`src/include/coef_bank_defs.vh`:
```
// Constants for the channel B equalizer coefficient register bank.
// Assumes a 32-bit APB slave where each register takes one aligned word.
`ifndef COEF_BANK_DEFS_VH
`define COEF_BANK_DEFS_VH

// Register indices (printed offsets are not all multiples of four).
`define TAP1_IDX        12'h448
`define TAP2_IDX        12'h44a
`define TAP3_IDX        12'h44c
`define TAP4_IDX        12'h44e
`define CENTER_IDX      12'h450
`define CTRL_IDX        12'h460
`define STATUS_IDX      12'h461

// Byte addresses are four times the index.
`define TAP1_ADDR       14'h1120
`define TAP2_ADDR       14'h1128
`define TAP3_ADDR       14'h1130
`define TAP4_ADDR       14'h1138
`define CENTER_ADDR     14'h1140
`define CTRL_ADDR       14'h1180
`define STATUS_ADDR     14'h1184

// Field layouts.
`define EDGE_REG_W      16
`define EDGE_COEF_W     12
`define CENTER_REG_W    24
`define CENTER_COEF_W   18
`define COEF_RESET      24'h000000
`define CTRL_DUAL_BIT   0
`define CTRL_RESET      1'h0

`endif

```
`src/verilog/coef_reg.v`:
```
// One coefficient register with readback and filter-facing views.
// Assumes a write strobe on the same clock and an active low synchronised reset.
`timescale 1ns/10ps
`default_nettype none

module coef_reg #(
    parameter REG_W  = 16,
    parameter COEF_W = 12
) (
    input  wire              clk,
    input  wire              rst_n,
    input  wire              wr_en,
    input  wire [REG_W-1:0]  wr_data,
    output wire [REG_W-1:0]  rd_data,
    output wire [COEF_W-1:0] coef
);

    reg [REG_W-1:0] value_q;

    always @(posedge clk or negedge rst_n)
    begin
        if (!rst_n)
            value_q <= {REG_W{1'b0}};
        else if (wr_en)
            value_q <= wr_data;
    end

    // The coefficient sign bit always reads back as zero.
    assign rd_data = {value_q[REG_W-1:COEF_W], 1'b0, value_q[COEF_W-2:0]};
    assign coef    = value_q[COEF_W-1:0];

endmodule // coef_reg

`default_nettype wire

```
`src/verilog/fir_b_coef_bank.v`:
```
// APB register bank holding channel B taps one to five of the equalizer filter.
// Assumes an APB master on clk; coefficient outputs feed the filter datapath.
//
// Notes on behaviour
// - Each stored tap is a signed two's-complement value in the register's low field, bits 11:0 for edge taps.
// - A read returns the stored value except that the coefficient's top bit always reads as zero.
// - In dual-channel mode the first register of the set drives tap one of channel B.
// - In dual-channel mode the register at 0x44a drives tap two of channel B.
// - In dual-channel mode the register at 0x44c drives tap three of channel B.
// - In dual-channel mode the register at 0x44e drives tap four of channel B.
// - In dual-channel mode the register at 0x450 drives tap five, the centre of the nine taps.
// - The centre coefficient is 18 bits, bits 17:0 of a 24-bit register with 23:18 reserved.
// - After reset every register of the set, reserved bits included, holds zero.
// - The first coefficient lives at 0x448 and resets to zero.
// - In single-channel mode this set is unused and channel B taps are held at zero.
`timescale 1ns/10ps
`default_nettype none
`include "coef_bank_defs.vh"

module fir_b_coef_bank (
    input  wire        clk,
    input  wire        resetn,
    input  wire        psel,
    input  wire        penable,
    input  wire        pwrite,
    input  wire [15:0] paddr,
    input  wire [31:0] pwdata,
    output reg  [31:0] prdata,
    output reg         pready,
    output reg         pslverr,
    output reg  [11:0] tap1_coef,
    output reg  [11:0] tap2_coef,
    output reg  [11:0] tap3_coef,
    output reg  [11:0] tap4_coef,
    output reg  [17:0] center_coef,
    output reg         dual_active
);

    // ==========================================================
    // Reset synchroniser
    // ==========================================================
    // Both flops clear together; the internal copy rises two edges after resetn.
    reg rst_meta_q;
    reg rst_n_q;

    always @(posedge clk or negedge resetn)
    begin
        if (!resetn)
        begin
            rst_meta_q <= 1'b0;
            rst_n_q    <= 1'b0;
        end
        else
        begin
            rst_meta_q <= 1'b1;
            rst_n_q    <= rst_meta_q;
        end
    end

    // ==========================================================
    // Address decode
    // ==========================================================
    // One-hot target select: bit positions of the decoded register.
    localparam SEL_TAP1   = 0;
    localparam SEL_TAP2   = 1;
    localparam SEL_TAP3   = 2;
    localparam SEL_TAP4   = 3;
    localparam SEL_CENTER = 4;
    localparam SEL_CTRL   = 5;
    localparam SEL_STATUS = 6;
    localparam SEL_W      = 7;

    wire             setup_phase = psel && !penable;
    wire             word_ok     = (paddr[1:0] == 2'b00);
    wire [13:0]      waddr       = paddr[15:2];
    reg  [SEL_W-1:0] sel;

    // Only a word-aligned address picks a register; anything else is refused.
    always @*
    begin
        sel = {SEL_W{1'b0}};
        if (word_ok)
        begin
            case (waddr)
                {2'b00, `TAP1_IDX}:   sel[SEL_TAP1]   = 1'b1;
                {2'b00, `TAP2_IDX}:   sel[SEL_TAP2]   = 1'b1;
                {2'b00, `TAP3_IDX}:   sel[SEL_TAP3]   = 1'b1;
                {2'b00, `TAP4_IDX}:   sel[SEL_TAP4]   = 1'b1;
                {2'b00, `CENTER_IDX}: sel[SEL_CENTER] = 1'b1;
                {2'b00, `CTRL_IDX}:   sel[SEL_CTRL]   = 1'b1;
                {2'b00, `STATUS_IDX}: sel[SEL_STATUS] = 1'b1;
                default:              sel = {SEL_W{1'b0}};
            endcase
        end
    end

    // Named views of the select vector keep the strobes below readable.
    wire hit_tap1   = sel[SEL_TAP1];
    wire hit_tap2   = sel[SEL_TAP2];
    wire hit_tap3   = sel[SEL_TAP3];
    wire hit_tap4   = sel[SEL_TAP4];
    wire hit_center = sel[SEL_CENTER];
    wire hit_ctrl   = sel[SEL_CTRL];
    wire hit_status = sel[SEL_STATUS];
    wire hit_any    = |sel;

    // Writes commit in the access phase, the single cycle pready is high.
    wire        wr_fire     = psel && penable && pready && pwrite;

    // ==========================================================
    // Coefficient storage
    // ==========================================================
    wire [15:0] rd_tap1;
    wire [15:0] rd_tap2;
    wire [15:0] rd_tap3;
    wire [15:0] rd_tap4;
    wire [23:0] rd_center;
    wire [11:0] val_tap1;
    wire [11:0] val_tap2;
    wire [11:0] val_tap3;
    wire [11:0] val_tap4;
    wire [17:0] val_center;

    coef_reg #(.REG_W(`EDGE_REG_W), .COEF_W(`EDGE_COEF_W)) u_tap1 (
        .clk     (clk),
        .rst_n   (rst_n_q),
        .wr_en   (wr_fire && hit_tap1),
        .wr_data (pwdata[15:0]),
        .rd_data (rd_tap1),
        .coef    (val_tap1)
    );

    coef_reg #(.REG_W(`EDGE_REG_W), .COEF_W(`EDGE_COEF_W)) u_tap2 (
        .clk     (clk),
        .rst_n   (rst_n_q),
        .wr_en   (wr_fire && hit_tap2),
        .wr_data (pwdata[15:0]),
        .rd_data (rd_tap2),
        .coef    (val_tap2)
    );

    coef_reg #(.REG_W(`EDGE_REG_W), .COEF_W(`EDGE_COEF_W)) u_tap3 (
        .clk     (clk),
        .rst_n   (rst_n_q),
        .wr_en   (wr_fire && hit_tap3),
        .wr_data (pwdata[15:0]),
        .rd_data (rd_tap3),
        .coef    (val_tap3)
    );

    coef_reg #(.REG_W(`EDGE_REG_W), .COEF_W(`EDGE_COEF_W)) u_tap4 (
        .clk     (clk),
        .rst_n   (rst_n_q),
        .wr_en   (wr_fire && hit_tap4),
        .wr_data (pwdata[15:0]),
        .rd_data (rd_tap4),
        .coef    (val_tap4)
    );

    coef_reg #(.REG_W(`CENTER_REG_W), .COEF_W(`CENTER_COEF_W)) u_center (
        .clk     (clk),
        .rst_n   (rst_n_q),
        .wr_en   (wr_fire && hit_center),
        .wr_data (pwdata[23:0]),
        .rd_data (rd_center),
        .coef    (val_center)
    );

    // ==========================================================
    // Mode control
    // ==========================================================
    reg dual_q;

    always @(posedge clk or negedge rst_n_q)
    begin
        if (!rst_n_q)
            dual_q <= `CTRL_RESET;
        else if (wr_fire && hit_ctrl)
            dual_q <= pwdata[`CTRL_DUAL_BIT];
    end

    // ==========================================================
    // Filter-facing coefficients
    // ==========================================================
    // Taps are registered so the datapath sees a glitch-free value.
    // In single-channel mode the datapath sees zero taps from this set.
    always @(posedge clk or negedge rst_n_q)
    begin
        if (!rst_n_q)
        begin
            tap1_coef   <= 12'h000;
            tap2_coef   <= 12'h000;
            tap3_coef   <= 12'h000;
            tap4_coef   <= 12'h000;
            center_coef <= 18'h00000;
            dual_active <= 1'b0;
        end
        else if (dual_q)
        begin
            tap1_coef   <= val_tap1;
            tap2_coef   <= val_tap2;
            tap3_coef   <= val_tap3;
            tap4_coef   <= val_tap4;
            center_coef <= val_center;
            dual_active <= 1'b1;
        end
        else
        begin
            tap1_coef   <= 12'h000;
            tap2_coef   <= 12'h000;
            tap3_coef   <= 12'h000;
            tap4_coef   <= 12'h000;
            center_coef <= 18'h00000;
            dual_active <= 1'b0;
        end
    end

    // ==========================================================
    // Handshake state
    // ==========================================================
    // A transfer is answered in its first access cycle, so the slave never
    // stretches it; a back-to-back setup is taken from the idle state.
    localparam [1:0] ST_IDLE = 2'b01;
    localparam [1:0] ST_RESP = 2'b10;

    reg [1:0] state_q;
    reg [1:0] state_d;

    always @*
    begin
        state_d = ST_IDLE;
        case (state_q)
            ST_IDLE:
            begin
                if (setup_phase)
                    state_d = ST_RESP;
                else
                    state_d = ST_IDLE;
            end
            ST_RESP:
                state_d = ST_IDLE;
            default:
                state_d = ST_IDLE;
        endcase
    end

    always @(posedge clk or negedge rst_n_q)
    begin
        if (!rst_n_q)
            state_q <= ST_IDLE;
        else
            state_q <= state_d;
    end

    // ==========================================================
    // Read data select
    // ==========================================================
    // Refused addresses read as zero.
    reg [31:0] rd_mux;

    always @*
    begin
        rd_mux = 32'h00000000;
        case (1'b1)
            hit_tap1:   rd_mux = {16'h0000, rd_tap1};
            hit_tap2:   rd_mux = {16'h0000, rd_tap2};
            hit_tap3:   rd_mux = {16'h0000, rd_tap3};
            hit_tap4:   rd_mux = {16'h0000, rd_tap4};
            hit_center: rd_mux = {8'h00, rd_center};
            hit_ctrl:   rd_mux = {31'h00000000, dual_q};
            hit_status: rd_mux = {31'h00000000, dual_active};
            default:    rd_mux = 32'h00000000;
        endcase
    end

    // ==========================================================
    // APB response
    // ==========================================================
    // No wait states: pready rises in the first access cycle.
    always @(posedge clk or negedge rst_n_q)
    begin
        if (!rst_n_q)
        begin
            pready  <= 1'b0;
            pslverr <= 1'b0;
            prdata  <= 32'h00000000;
        end
        else if (state_d == ST_RESP)
        begin
            pready  <= 1'b1;
            pslverr <= !hit_any;
            prdata  <= pwrite ? 32'h00000000 : rd_mux;
        end
        else
        begin
            pready  <= 1'b0;
            pslverr <= 1'b0;
            prdata  <= 32'h00000000;
        end
    end

endmodule // fir_b_coef_bank

`default_nettype wire
```
`config.mk`:
```
export PLATFORM = sky130hd
export DESIGN_NAME = fir_b_coef_bank
export DESIGN_NICKNAME = d
export VERILOG_FILES = /design/src/verilog/coef_reg.v /design/src/verilog/fir_b_coef_bank.v
export VERILOG_INCLUDE_DIRS = /design/src /design/src/include
export SDC_FILE = /design/constraint.sdc
export NUM_CORES = 1
export LEC_CHECK = 0
export BUFFER_PORTS_ARGS = -buffer_cell sky130_fd_sc_hd__buf_2
export CAP_MARGIN = 40
export CORE_UTILIZATION = 54
export CTS_CLUSTER_DIAMETER = 80
export CTS_CLUSTER_SIZE = 20
export DETAILED_ROUTE_END_ITERATION = 7
export PLACE_DENSITY_LB_ADDON = 0.12
export SYNTH_ARGS = -nofsm -noshare
export SYNTH_HDL_FRONTEND = slang
export SYNTH_SLANG_ARGS = --single-unit
```
`constraint.sdc`:
```
create_clock -name clk -period 6.7 [get_ports clk]
set_clock_uncertainty 0.05 [all_clocks]
set_input_delay 0.335 -clock clk [delete_from_list [all_inputs] [get_ports clk]]
set_output_delay 0.335 -clock clk [all_outputs]
set_load 0.02 [all_outputs]
```
==> impl_summary.log, run 1 <==
[metrics] result of the run: finished, final reports clean
[metrics] sequential fraction of the synthesis area: 63.6%
[metrics] combined area of the multi-input logic cells: 0.00246 mm^2
[metrics] mean area per synthesized cell: 13.7 um^2
[metrics] Clock Tree Buf Depth: 2
[metrics] Pwr Density: 254 mW/mm^2
[metrics] data required time of the critical path: 6960 ps
[metrics] clock-pin slew reported for the worst setup and hold paths after clock tree synthesis: 60 ps
[metrics] startpoint class of the critical path: input port
[metrics] flip-flop and latch count after synthesis: 184
[metrics] antenna violations before repair: 1
[metrics] combined area of all synthesized cells: 0.00725 mm^2
[metrics] router iterations before antenna repair: 4
[metrics] leftover overflow at the end of global routing: 0
[metrics] Detailed Route Iter0 Violations: 293
[metrics] RSZ-0062 raised after global routing: false
[metrics] total of max-cap violations: 0
[metrics] sequential cell fraction of total power: 50.3%
[metrics] Gate Count Post-Synth: 528
[metrics] unique cell type count in the Yosys netlist: 44
[metrics] asr flop ratio synth: 100%
[metrics] number of H-tree levels: 4
[metrics] Die W: 118 um
[metrics] wire length of the first global-routing pass: 25.9 mm
[metrics] number of clock sinks: 184
[metrics] Ports: 154
[metrics] Antenna Nets Post-Route: 0
[metrics] Initial Utilization: 56.3%
[metrics] sequential cell area: 0.00461 mm^2
[metrics] most area-consuming cells after synthesis: sky130_fd_sc_hd__dfrtp_1 63%, sky130_fd_sc_hd__mux2_2 14%, sky130_fd_sc_hd__and2_1 5.7%
[metrics] Root Driver: sky130_fd_sc_hd__clkbuf_16
[metrics] FMAX: 351 MHz
[metrics] final weighted congestion in routability-driven placement: 0.844
[metrics] Die Ht: 118 um
[metrics] WL/cell: 18.7 um
[metrics] final total negative setup slack: 0 ps
[metrics] area share of the largest cell type after synthesis: 63.2%
[metrics] proportion of power drawn by the clock network: 46.6%
[metrics] vias per cell: 5.57
[metrics] all-layer global routing usage: 24.6%
[metrics] Hold WC Path Type: in -> reg
[metrics] remaining max-slew budget at the tightest pin: 49.9%
[metrics] share of the clock period used by the worst path after layout: 42.5%
[metrics] Setup Viol. Count Final: 0
[metrics] clock insertion delay at the later pin of the skew report: 430 ps
[metrics] Total Power Consumption: 2.23 mW
[metrics] via count of the first global-routing pass: 4903
[metrics] crit path DAT: 3110 ps
[metrics] Worst-Margin Slew: 750 ps
[metrics] core area: 0.0129 mm^2
[metrics] type of the setup path with the least slack: in -> reg
[metrics] number of standard-cell rows in the floorplan: 41
[metrics] fraction of final layout cells sized beyond drive strength 1: 43.2%
[metrics] most frequent cells in the layout: 182 x sky130_fd_sc_hd__dfrtp_1, 136 x sky130_fd_sc_hd__buf_2, 89 x sky130_fd_sc_hd__mux2_2
[metrics] wire length reported by the detailed router: 15.9 mm
[metrics] combinational share of power: 3.2%
[metrics] internal power: 1.77 mW
[metrics] CTS tree: yes
[metrics] proportion of total power due to net switching: 20.4%
[metrics] PostCTS Resize Cnt: 0
[metrics] Crit Path Max Fanout: 18
[metrics] number of clock buffers inserted by TritonCTS: 17
[metrics] switching power summed over all nets: 0.455 mW
[metrics] routed via count: 4726
[metrics] cell taking the most area after synthesis: sky130_fd_sc_hd__dfrtp_1
[metrics] Setup crit end kind: flop
[metrics] total of buffers placed on input and output ports: 136
[metrics] DRC viols: 0
[metrics] final hold violations: 0
[metrics] number of enable flip-flop cells after synthesis: 0
[metrics] synth warn: 0
[metrics] predominant post-synthesis flop cell: sky130_fd_sc_hd__dfrtp_1
[metrics] growth of design area from synthesis to finish: 20.9%
[metrics] number of filler cells placed in the layout: 972
[metrics] floorplan die area: 0.0139 mm^2
[metrics] static leakage: 4.70 nW
[metrics] half-perimeter wire length after placement: 10.1 mm
[metrics] Post-layout nets: 717
[metrics] maximum number of pins on one net before global-route repair: 58
[metrics] max-slew violation total from the final report: 0
[metrics] most frequent standard cell in the layout excluding fill and tap cells: sky130_fd_sc_hd__dfrtp_1
[metrics] largest voltage drop on the vdd net: 0.170 mV
[metrics] Tmin final: 2850 ps
cell families (layout without fill, tap and decap cells):
| kind of cell | Yosys count | after routing | synth area share [%] |
|---|---|---|---|
| AO/OA/AOI/OAI | 84 | 84 | 7.91 |
| multiplexers | 90 | 90 | 14.0 |
| buffers and inverters | 43 | 183 | 3.14 |
| AND/OR/NAND/NOR | 125 | 125 | 11.3 |
| other | 2 | 11 | 0.104 |
| flip-flops | 184 | 184 | 63.6 |
synthesized netlist by cell type (2+ instances only):
master and count:
sky130_fd_sc_hd__inv_1 2, sky130_fd_sc_hd__o211ai_1 14, sky130_fd_sc_hd__nor4_4 2, sky130_fd_sc_hd__o21ai_0 30
sky130_fd_sc_hd__nand3_1 15, sky130_fd_sc_hd__and3_1 9, sky130_fd_sc_hd__buf_4 9, sky130_fd_sc_hd__buf_2 8
sky130_fd_sc_hd__nand2_1 5, sky130_fd_sc_hd__nor3_1 2, sky130_fd_sc_hd__dfrtp_1 183, sky130_fd_sc_hd__nor2_1 5
sky130_fd_sc_hd__clkbuf_1 21, sky130_fd_sc_hd__nand2b_1 3, sky130_fd_sc_hd__nor4_1 2, sky130_fd_sc_hd__a22o_1 7
sky130_fd_sc_hd__conb_1 2, sky130_fd_sc_hd__and2_1 66, sky130_fd_sc_hd__mux2_2 89, sky130_fd_sc_hd__a22oi_1 7
sky130_fd_sc_hd__or4b_1 2, sky130_fd_sc_hd__o21a_1 8, sky130_fd_sc_hd__o221a_2 7, sky130_fd_sc_hd__a21oi_1 8
sky130_fd_sc_hd__buf_6 3
power by group through the flow:
stage / Sequential, mW / Clock, mW / Combinational [mW]
after floorplan: 1.15 / 0 / 0.0253
after global placement: 1.14 / 0 / 0.0637
after detailed placement: 1.14 / 0 / 0.0706
after CTS: 1.12 / 1.06 / 0.0713
after global routing: 1.12 / 1.10 / 0.0788
final: 1.12 / 1.04 / 0.0704
area by class of cell:
type / count / area share (%)
inverters: 2 / 0.0857
clock inverters: 12 / 2.00
multi-input cells: 309 / 28.1
flip-flops and latches: 184 / 52.6
clock buffers: 19 / 5.17
diodes: 1 / 0.0286
repair buffers: 150 / 9.58
well taps: 172 / 2.46
through the flow:
| stage | setup WS [ps] | area, um^2 | hold slack [ps] | std cells | util [%] |
|---|---|---|---|---|---|
| finish | 3850 | 8760 | 89.2 | 849 | 68.1 |
| global route | 3770 | 8760 | 75.8 | 849 | 68.1 |
| CTS | 3890 | 8760 | 69.1 | 848 | 68.0 |
| detailed placement | 3440 | 8120 | 73.9 | 816 | 63.1 |
| global placement | 3490 | 8030 | 69.6 | 811 | 62.4 |
| floorplan | 1140 | 7280 | -10.6 | 536 | - |
timing repair:
item,in CTS,in global routing
setup buffers,0,0
hold endpoints to repair,2,0
hold buffers,1,0
final timing paths:
kind                                 startpoint  slack (ps)                               end  depth (start not counted)
max reg2reg                    pready$_DFF_PN0_        4430  u_center.value_q[13]$_DFFE_PN0P_                          4
max in group asynchronous     rst_n_q$_DFF_PN0_        5010            tap3_coef[8]$_DFF_PN0_                          2
min reg2reg                rst_meta_q$_DFF_PN0_         300                 rst_n_q$_DFF_PN0_                          0
max                                    paddr[9]        3850  u_center.value_q[13]$_DFFE_PN0P_                          8
min in group asynchronous                resetn         170              rst_meta_q$_DFF_PN0_                          2
min                                  pwdata[17]          90  u_center.value_q[17]$_DFFE_PN0P_                          2
state kept, by name, summed over array words and instances (netlist names), 12 cells and up:
register          cells
u_center.value_q     24
u_tap3.value_q       16
center_coef          18
u_tap4.value_q       16
u_tap1.value_q       16
tap1_coef            12
prdata               23
tap3_coef            12
tap4_coef            12
tap2_coef            12
u_tap2.value_q       16
critical path, cell delays in order:
cell and delay [ps]:
sky130_fd_sc_hd__buf_2 90, sky130_fd_sc_hd__or4b_1 660, sky130_fd_sc_hd__nor4_4 240, sky130_fd_sc_hd__buf_4 320
sky130_fd_sc_hd__nand2_1 100, sky130_fd_sc_hd__nor2_2 610, sky130_fd_sc_hd__buf_4 370, sky130_fd_sc_hd__mux2_2 370
layer usage:
| layer | part of all wire (%) | up-vias | track usage (%) |
|---|---|---|---|
| met5 | 0 | - | 0 |
| met4 | 1.9 | 0 | 10.1 |
| met3 | 4.8 | 29 | 6.35 |
| met2 | 50 | 146 | 40.1 |
| met1 | 43 | 2436 | 31.5 |
| li1 | - | 2115 | - |
Note: power is estimated with default switching activity, not from simulation.
==> run 2, diff against run 1 <==
- CORE_UTILIZATION: 54 -> 49
- clock period: 6.7 -> 2.5 ns (I/O delays scaled with it)
==> run 2 against run 1 <==
Net effect:
- sequential power grew to 2.7 times the previous value
- via count grew 2.0%
- sequential share of layout area shrank 1.7 points
- critical path type unchanged
- largest cell class unchanged
- highest routed layer unchanged
==> impl_summary.log, run 2 (synthesized netlist as in run 1, its figures left out) <==
[metrics] number of placed instances, taps included: 840
[metrics] kind of cell adding the most delay to the critical path: simple AND/OR/NAND/NOR gates
[metrics] Crit Path Max Fanout: 29
[metrics] cell depth of the worst min-delay path: 3
[metrics] Setup crit end kind: flop
[metrics] Hold EP: pready$_DFF_PN0_
[metrics] share of the clock period used by the worst path after layout: 75.4%
[metrics] slowest cell on the critical path: sky130_fd_sc_hd__or4b_1
[metrics] final weighted congestion in routability-driven placement: 0.887
[metrics] worst reg2reg setup slack: 670 ps
[metrics] Die Ht: 124 um
[metrics] max-slew violation total from the final report: 0
[metrics] FMAX: 530 MHz
[metrics] cell with the most instances on the worst path: sky130_fd_sc_hd__buf_4
[metrics] wire length of the first global-routing pass: 26.5 mm
[metrics] fraction of final layout cells sized beyond drive strength 1: 42.2%
[metrics] Post-layout nets: 756
[metrics] number of standard-cell rows in the floorplan: 44
[metrics] list of cells traversed by the critical path: buf_2 -> or4b_1 -> buf_4 -> nor4_2 -> buf_12 -> nand2_1 -> buf_4 -> o221a_2
[metrics] half-perimeter wire length after placement: 10.7 mm
[metrics] Ports: 154
[metrics] total of buffers placed on input and output ports: 136
[metrics] Total Power Consumption: 5.77 mW
[metrics] CTS tree: yes
[metrics] floorplan die area: 0.0153 mm^2
[metrics] total of max-cap violations: 0
[metrics] Tmin final: 1890 ps
[metrics] wire length reported by the detailed router: 17.0 mm
[metrics] startpoint class of the critical path: input port
[metrics] leftover overflow at the end of global routing: 0
[metrics] via count of the first global-routing pass: 4986
[metrics] Util after Layout: 62.6%
[metrics] Root Driver: sky130_fd_sc_hd__clkbuf_16
[metrics] all-layer global routing usage: 23.8%
[metrics] Pwr Density: 637 mW/mm^2
[metrics] register with the most flip-flops: u_center.value_q
[metrics] clock-pin slew reported for the worst setup and hold paths after clock tree synthesis: 60 ps
[metrics] max FFs per register: 24
[metrics] Die W: 124 um
[metrics] post-CTS setup buffers: 0
[metrics] least setup slack across all paths after layout: 614 ps
[metrics] WL/cell: 18.9 um
[metrics] delay of the slowest critical-path stage: 560 ps
[metrics] crit path DAT: 2150 ps
[metrics] number of H-tree levels: 4
[metrics] growth of design area from synthesis to finish: 25.1%
[metrics] antenna violations before repair: 0
[metrics] Antenna Cells: 0
[metrics] core area: 0.0145 mm^2
[metrics] number of clock buffers inserted by TritonCTS: 17
[metrics] type of the setup path with the least slack: in -> reg
[metrics] number of filler cells placed in the layout: 1127
[metrics] CTS Hold Bufs: 28
[metrics] RSZ-0062 raised after global routing: false
[metrics] pre-CTS setup slack: 162 ps
[metrics] final hold violations: 0
[metrics] worst hold start: penable
[metrics] DRC viols: 0
[metrics] FF-to-FF path depth: 5
[metrics] Finished Cell Area: 0.00906 mm^2
[metrics] Antenna Nets Post-Route: 0
[metrics] largest voltage drop on the vdd net: 0.502 mV
[metrics] routed via count: 4821
[metrics] Reg-to-Reg End: u_tap2.value_q[14]$_DFFE_PN0P_
[metrics] remaining max-slew budget at the tightest pin: 61.5%
[metrics] number of clock sinks: 184
[metrics] start point of the critical path: paddr[9]
[metrics] clock insertion delay at the later pin of the skew report: 430 ps
[metrics] cell area after placement: 0.00823 mm^2
[metrics] maximum number of pins on one net before global-route repair: 74
[metrics] result of the run: finished, final reports clean
[metrics] Critical R2R Launch: pready$_DFF_PN0_
[metrics] most frequent cells in the layout: 181 x sky130_fd_sc_hd__dfrtp_1, 136 x sky130_fd_sc_hd__buf_2, 89 x sky130_fd_sc_hd__mux2_2
[metrics] non-filler cells, final: 900
[metrics] PostCTS Resize Cnt: 0
[metrics] Initial Utilization: 50.1%
[metrics] Setup Viol. Count Final: 0
[metrics] Hold WC Path Type: in -> reg
[metrics] Critical path buffers and inverters: 4
[metrics] final total negative setup slack: 0 ps
[metrics] most frequent standard cell in the layout excluding fill and tap cells: sky130_fd_sc_hd__dfrtp_1
[metrics] data required time of the critical path: 2760 ps
[metrics] Post-Route Hold Slack: 23.4 ps
[metrics] Top Registers: u_center.value_q (24), prdata (23), center_coef (18)
[metrics] Clock Tree Buf Depth: 2
[metrics] vias per cell: 5.36
[metrics] router iterations before antenna repair: 4
[metrics] static leakage: 4.84 nW
[metrics] Detailed Route Iter0 Violations: 313
[metrics] Worst-Margin Slew: 576 ps
[run 2: cell types whose count changed in the layout (fill, tap and decap cells not counted), moves of 2 or more]
cell,change
sky130_fd_sc_hd__dlygate4sd3_1,+27
sky130_fd_sc_hd__buf_4,+13
sky130_fd_sc_hd__clkbuf_1,+4
sky130_fd_sc_hd__clkinv_2,+4
sky130_fd_sc_hd__buf_12,+3
sky130_fd_sc_hd__buf_8,-2
sky130_fd_sc_hd__bufinv_16,-2
sky130_fd_sc_hd__clkinv_4,-2
sky130_fd_sc_hd__clkinvlp_4,-2
[run 2: final cells by class]
class / count / area, um^2 / share of cell area (%)
Timing Repair Buffer: 189 / 1200 / 13.2
Tap cell: 184 / 230 / 2.54
Inverter: 2 / 7.51 / 0.0828
Sequential cell: 184 / 4610 / 50.9
Clock buffer: 22 / 454 / 5.01
Multi-Input combinational cell: 309 / 2460 / 27.1
Clock inverter: 10 / 103 / 1.13
[run 2: worst reg2reg max path, stage by stage (launching register included)]
cell	delay (ps)
sky130_fd_sc_hd__dfrtp_1	350
sky130_fd_sc_hd__nand4_1	340
sky130_fd_sc_hd__nor3_4	330
sky130_fd_sc_hd__nand2b_1	110
sky130_fd_sc_hd__buf_4	200
sky130_fd_sc_hd__mux2_1	340
[run 2: layer usage]
metal / GRT usage (%) / up-vias / wire length, um
met1: 31.2 / 2458 / 7280
li1: - / 2196 / -
met5: 0 / - / 0
met4: 9.94 / 0 / 308
met3: 4.62 / 26 / 1010
met2: 38.9 / 141 / 8420
[run 2: worst max-delay path by stage]
stage	to	slack, ps	depth (start not counted)
2_1_floorplan	u_tap4.value_q[10]$_DFFE_PN0P_	170	6
3_3_place_gp	prdata[12]$_DFF_PN0_	190	8
3_5_place_dp	prdata[12]$_DFF_PN0_	160	8
4_1_cts	prdata[12]$_DFF_PN0_	620	8
5_1_grt	prdata[2]$_DFF_PN0_	490	9
6_report	prdata[12]$_DFF_PN0_	610	8
[run 2: power by group]
part	internal (mW)	switching, mW	total, mW
Clock	1.48	1.06	2.55
Sequential	2.98	0.0147	3.00
Combinational	0.0815	0.146	0.227
==> run 3, diff against run 2 <==
- CORE_UTILIZATION: 49 -> 54
- clock period: 2.5 -> 1.9 ns (I/O delays scaled with it)
==> run 3 against run 2 <==
Net effect:
- non-clock buffer count is 18 higher
- critical path type unchanged
- via count rose by 1.7%
- power grew 31%
- first-iteration DRC count up 10%
- clock power up 29%
- clock-buffer cell count down 3
- sequential share of layout area shrank 1.6 points
- largest power group unchanged
- die area down 9.1%
- routed wire length increased by 0.47%
==> impl_summary.log, run 3 (synthesized netlist as in run 1, its figures left out) <==
[metrics] result of the run: finished, final reports clean
[metrics] internal power: 5.91 mW
[metrics] most frequent standard cell in the layout excluding fill and tap cells: sky130_fd_sc_hd__dfrtp_1
[metrics] antenna violations before repair: 0
[metrics] Detailed Route Iter0 Violations: 345
[metrics] Total Power Consumption: 7.56 mW
[metrics] Tmin final: 1800 ps
[metrics] number of filler cells placed in the layout: 885
[metrics] Critical R2R Launch: pready$_DFF_PN0_
[metrics] all-layer global routing usage: 26.8%
[metrics] Top Registers: u_center.value_q (24), prdata (23), center_coef (18)
[metrics] Setup crit end kind: flop
[metrics] Finished Cell Area: 0.00937 mm^2
[metrics] Pwr Density: 807 mW/mm^2
[metrics] Root Driver: sky130_fd_sc_hd__clkbuf_16
[metrics] Hold WC Path Type: in -> reg
[metrics] data required time of the critical path: 2220 ps
[metrics] Antenna Nets Post-Route: 0
[metrics] Setup Viol. Count Final: 0
[metrics] crit path DAT: 2120 ps
[metrics] cell area after placement: 0.00853 mm^2
[metrics] Post-layout nets: 774
[metrics] share of the clock period used by the worst path after layout: 94.9%
[metrics] Crit Path Max Fanout: 10
[metrics] sequential cell fraction of total power: 52.1%
[metrics] most frequent cells in the layout: 181 x sky130_fd_sc_hd__dfrtp_1, 136 x sky130_fd_sc_hd__buf_2, 67 x sky130_fd_sc_hd__mux2_2
[metrics] Initial Utilization: 56.3%
[metrics] clock insertion delay at the later pin of the skew report: 420 ps
[metrics] Ports: 154
[metrics] leftover overflow at the end of global routing: 0
[metrics] final hold violations: 0
[metrics] wire length reported by the detailed router: 17.1 mm
[metrics] vias per cell: 5.41
[metrics] via count of the first global-routing pass: 5269
[metrics] routed via count: 4901
[metrics] total of buffers placed on input and output ports: 136
[metrics] worst hold start: penable
[metrics] RSZ-0062 raised after global routing: false
[metrics] Die Ht: 118 um
[metrics] number of placed instances, taps included: 846
[metrics] DRC viols: 0
[metrics] largest voltage drop on the vdd net: 0.596 mV
[metrics] Clock Tree Buf Depth: 2
[metrics] Die W: 118 um
[metrics] startpoint class of the critical path: input port
[metrics] CTS tree: yes
[metrics] wire length of the first global-routing pass: 28.1 mm
[metrics] type of the setup path with the least slack: in -> reg
[metrics] proportion of power drawn by the clock network: 43.6%
[metrics] number of clock sinks: 184
[metrics] combinational share of power: 4.3%
[metrics] number of H-tree levels: 4
[metrics] final weighted congestion in routability-driven placement: 0.867
[metrics] FMAX: 555 MHz
[metrics] half-perimeter wire length after placement: 11.0 mm
[metrics] number of standard-cell rows in the floorplan: 41
[metrics] max FFs per register: 24
[metrics] non-filler cells, final: 906
[metrics] proportion of total power due to net switching: 21.9%
[metrics] router iterations before antenna repair: 4
[metrics] core area: 0.0129 mm^2
[metrics] Post-Route Hold Slack: 39.5 ps
[metrics] growth of design area from synthesis to finish: 29.3%
[metrics] max-slew violation total from the final report: 0
[metrics] maximum number of pins on one net before global-route repair: 78
[metrics] total of max-cap violations: 0
[metrics] fraction of final layout cells sized beyond drive strength 1: 44.6%
[metrics] register with the most flip-flops: u_center.value_q
[metrics] start point of the critical path: paddr[9]
[metrics] number of clock buffers inserted by TritonCTS: 17
[metrics] static leakage: 4.97 nW
[metrics] floorplan die area: 0.0139 mm^2
[metrics] WL/cell: 18.9 um
[metrics] Antenna Cells: 0
[metrics] clock-pin slew reported for the worst setup and hold paths after clock tree synthesis: 70 ps
[metrics] switching power summed over all nets: 1.65 mW
[metrics] final total negative setup slack: 0 ps
## run 3: cell types whose count changed in the layout (fill, tap and decap cells not counted), moves of 2 or more
cell / previous run / this run
sky130_fd_sc_hd__clkbuf_1: 4 / 0
sky130_fd_sc_hd__buf_4: 21 / 33
sky130_fd_sc_hd__buf_12: 4 / 10
sky130_fd_sc_hd__mux2_4: 0 / 23
sky130_fd_sc_hd__mux2_2: 89 / 67
sky130_fd_sc_hd__inv_6: 0 / 2
## run 3: cell type report
class	count	area (um^2)	share of cell area [%]
Tap cell	172	215	2.30
Multi-Input combinational cell	309	2570	27.4
Sequential cell	184	4610	49.2
Clock inverter	13	103	1.10
Timing Repair Buffer	207	1410	15.0
Inverter	2	7.51	0.0801
Clock buffer	19	453	4.84
## run 3: timing repair
action | 4_1_cts | 5_1_grt
hold buffers | 28 | 0
resized for setup | 0 | 1
endpoints found under the hold margin | 92 | 0
endpoints found under the setup margin | 0 | 1
buffers inserted | 0 | 0
## run 3: final timing paths
path | cells past startpoint | endpoint | slack (ps)
worst max-delay path | 9 | prdata[10]$_DFF_PN0_ | 100
worst min-delay path | 3 | pready$_DFF_PN0_ | 40
worst max register to register | 5 | u_tap4.value_q[0]$_DFFE_PN0P_ | 150
worst min register to register | 0 | dual_active$_DFF_PN0_ | 200
max in group asynchronous | 1 | u_tap1.value_q[12]$_DFFE_PN0P_ | 880
min in group asynchronous | 0 | dual_active$_DFF_PN0_ | 200
## run 3: worst max-delay path, cell delays in order
cell and delay [ps]:
sky130_fd_sc_hd__buf_2 100, sky130_fd_sc_hd__or4b_4 530, sky130_fd_sc_hd__buf_4 180, sky130_fd_sc_hd__nor4_2 280
sky130_fd_sc_hd__buf_4 240, sky130_fd_sc_hd__buf_12 140, sky130_fd_sc_hd__o211ai_1 80, sky130_fd_sc_hd__a22oi_1 250
sky130_fd_sc_hd__o221a_2 220
## run 3: power by group through the flow
stage          clock (mW)  sequential, mW  combinational [mW]
2_1_floorplan           0            4.06              0.0922
3_3_place_gp            0            4.01               0.275
3_5_place_dp            0            4.01               0.284
4_1_cts              3.37            3.94               0.329
5_1_grt              3.55            3.94               0.360
6_report             3.30            3.94               0.327
## run 3: stage by stage
stage / util (%) / setup slack, ps
after floorplan: - / -318
after global placement: 66.2 / -271
after detailed placement: 66.2 / -372
after CTS: 72.7 / 79.3
after global routing: 72.8 / 35.8
final: 72.8 / 97.2
## run 3: routing by layer
metal	vias to the layer above	wire length (um)	global-route usage, %
met2	157	8790	44.3
met1	2496	7170	34.5
met4	0	255	9.21
met5	-	0	0
met3	22	872	6.73
li1	2226	-	-
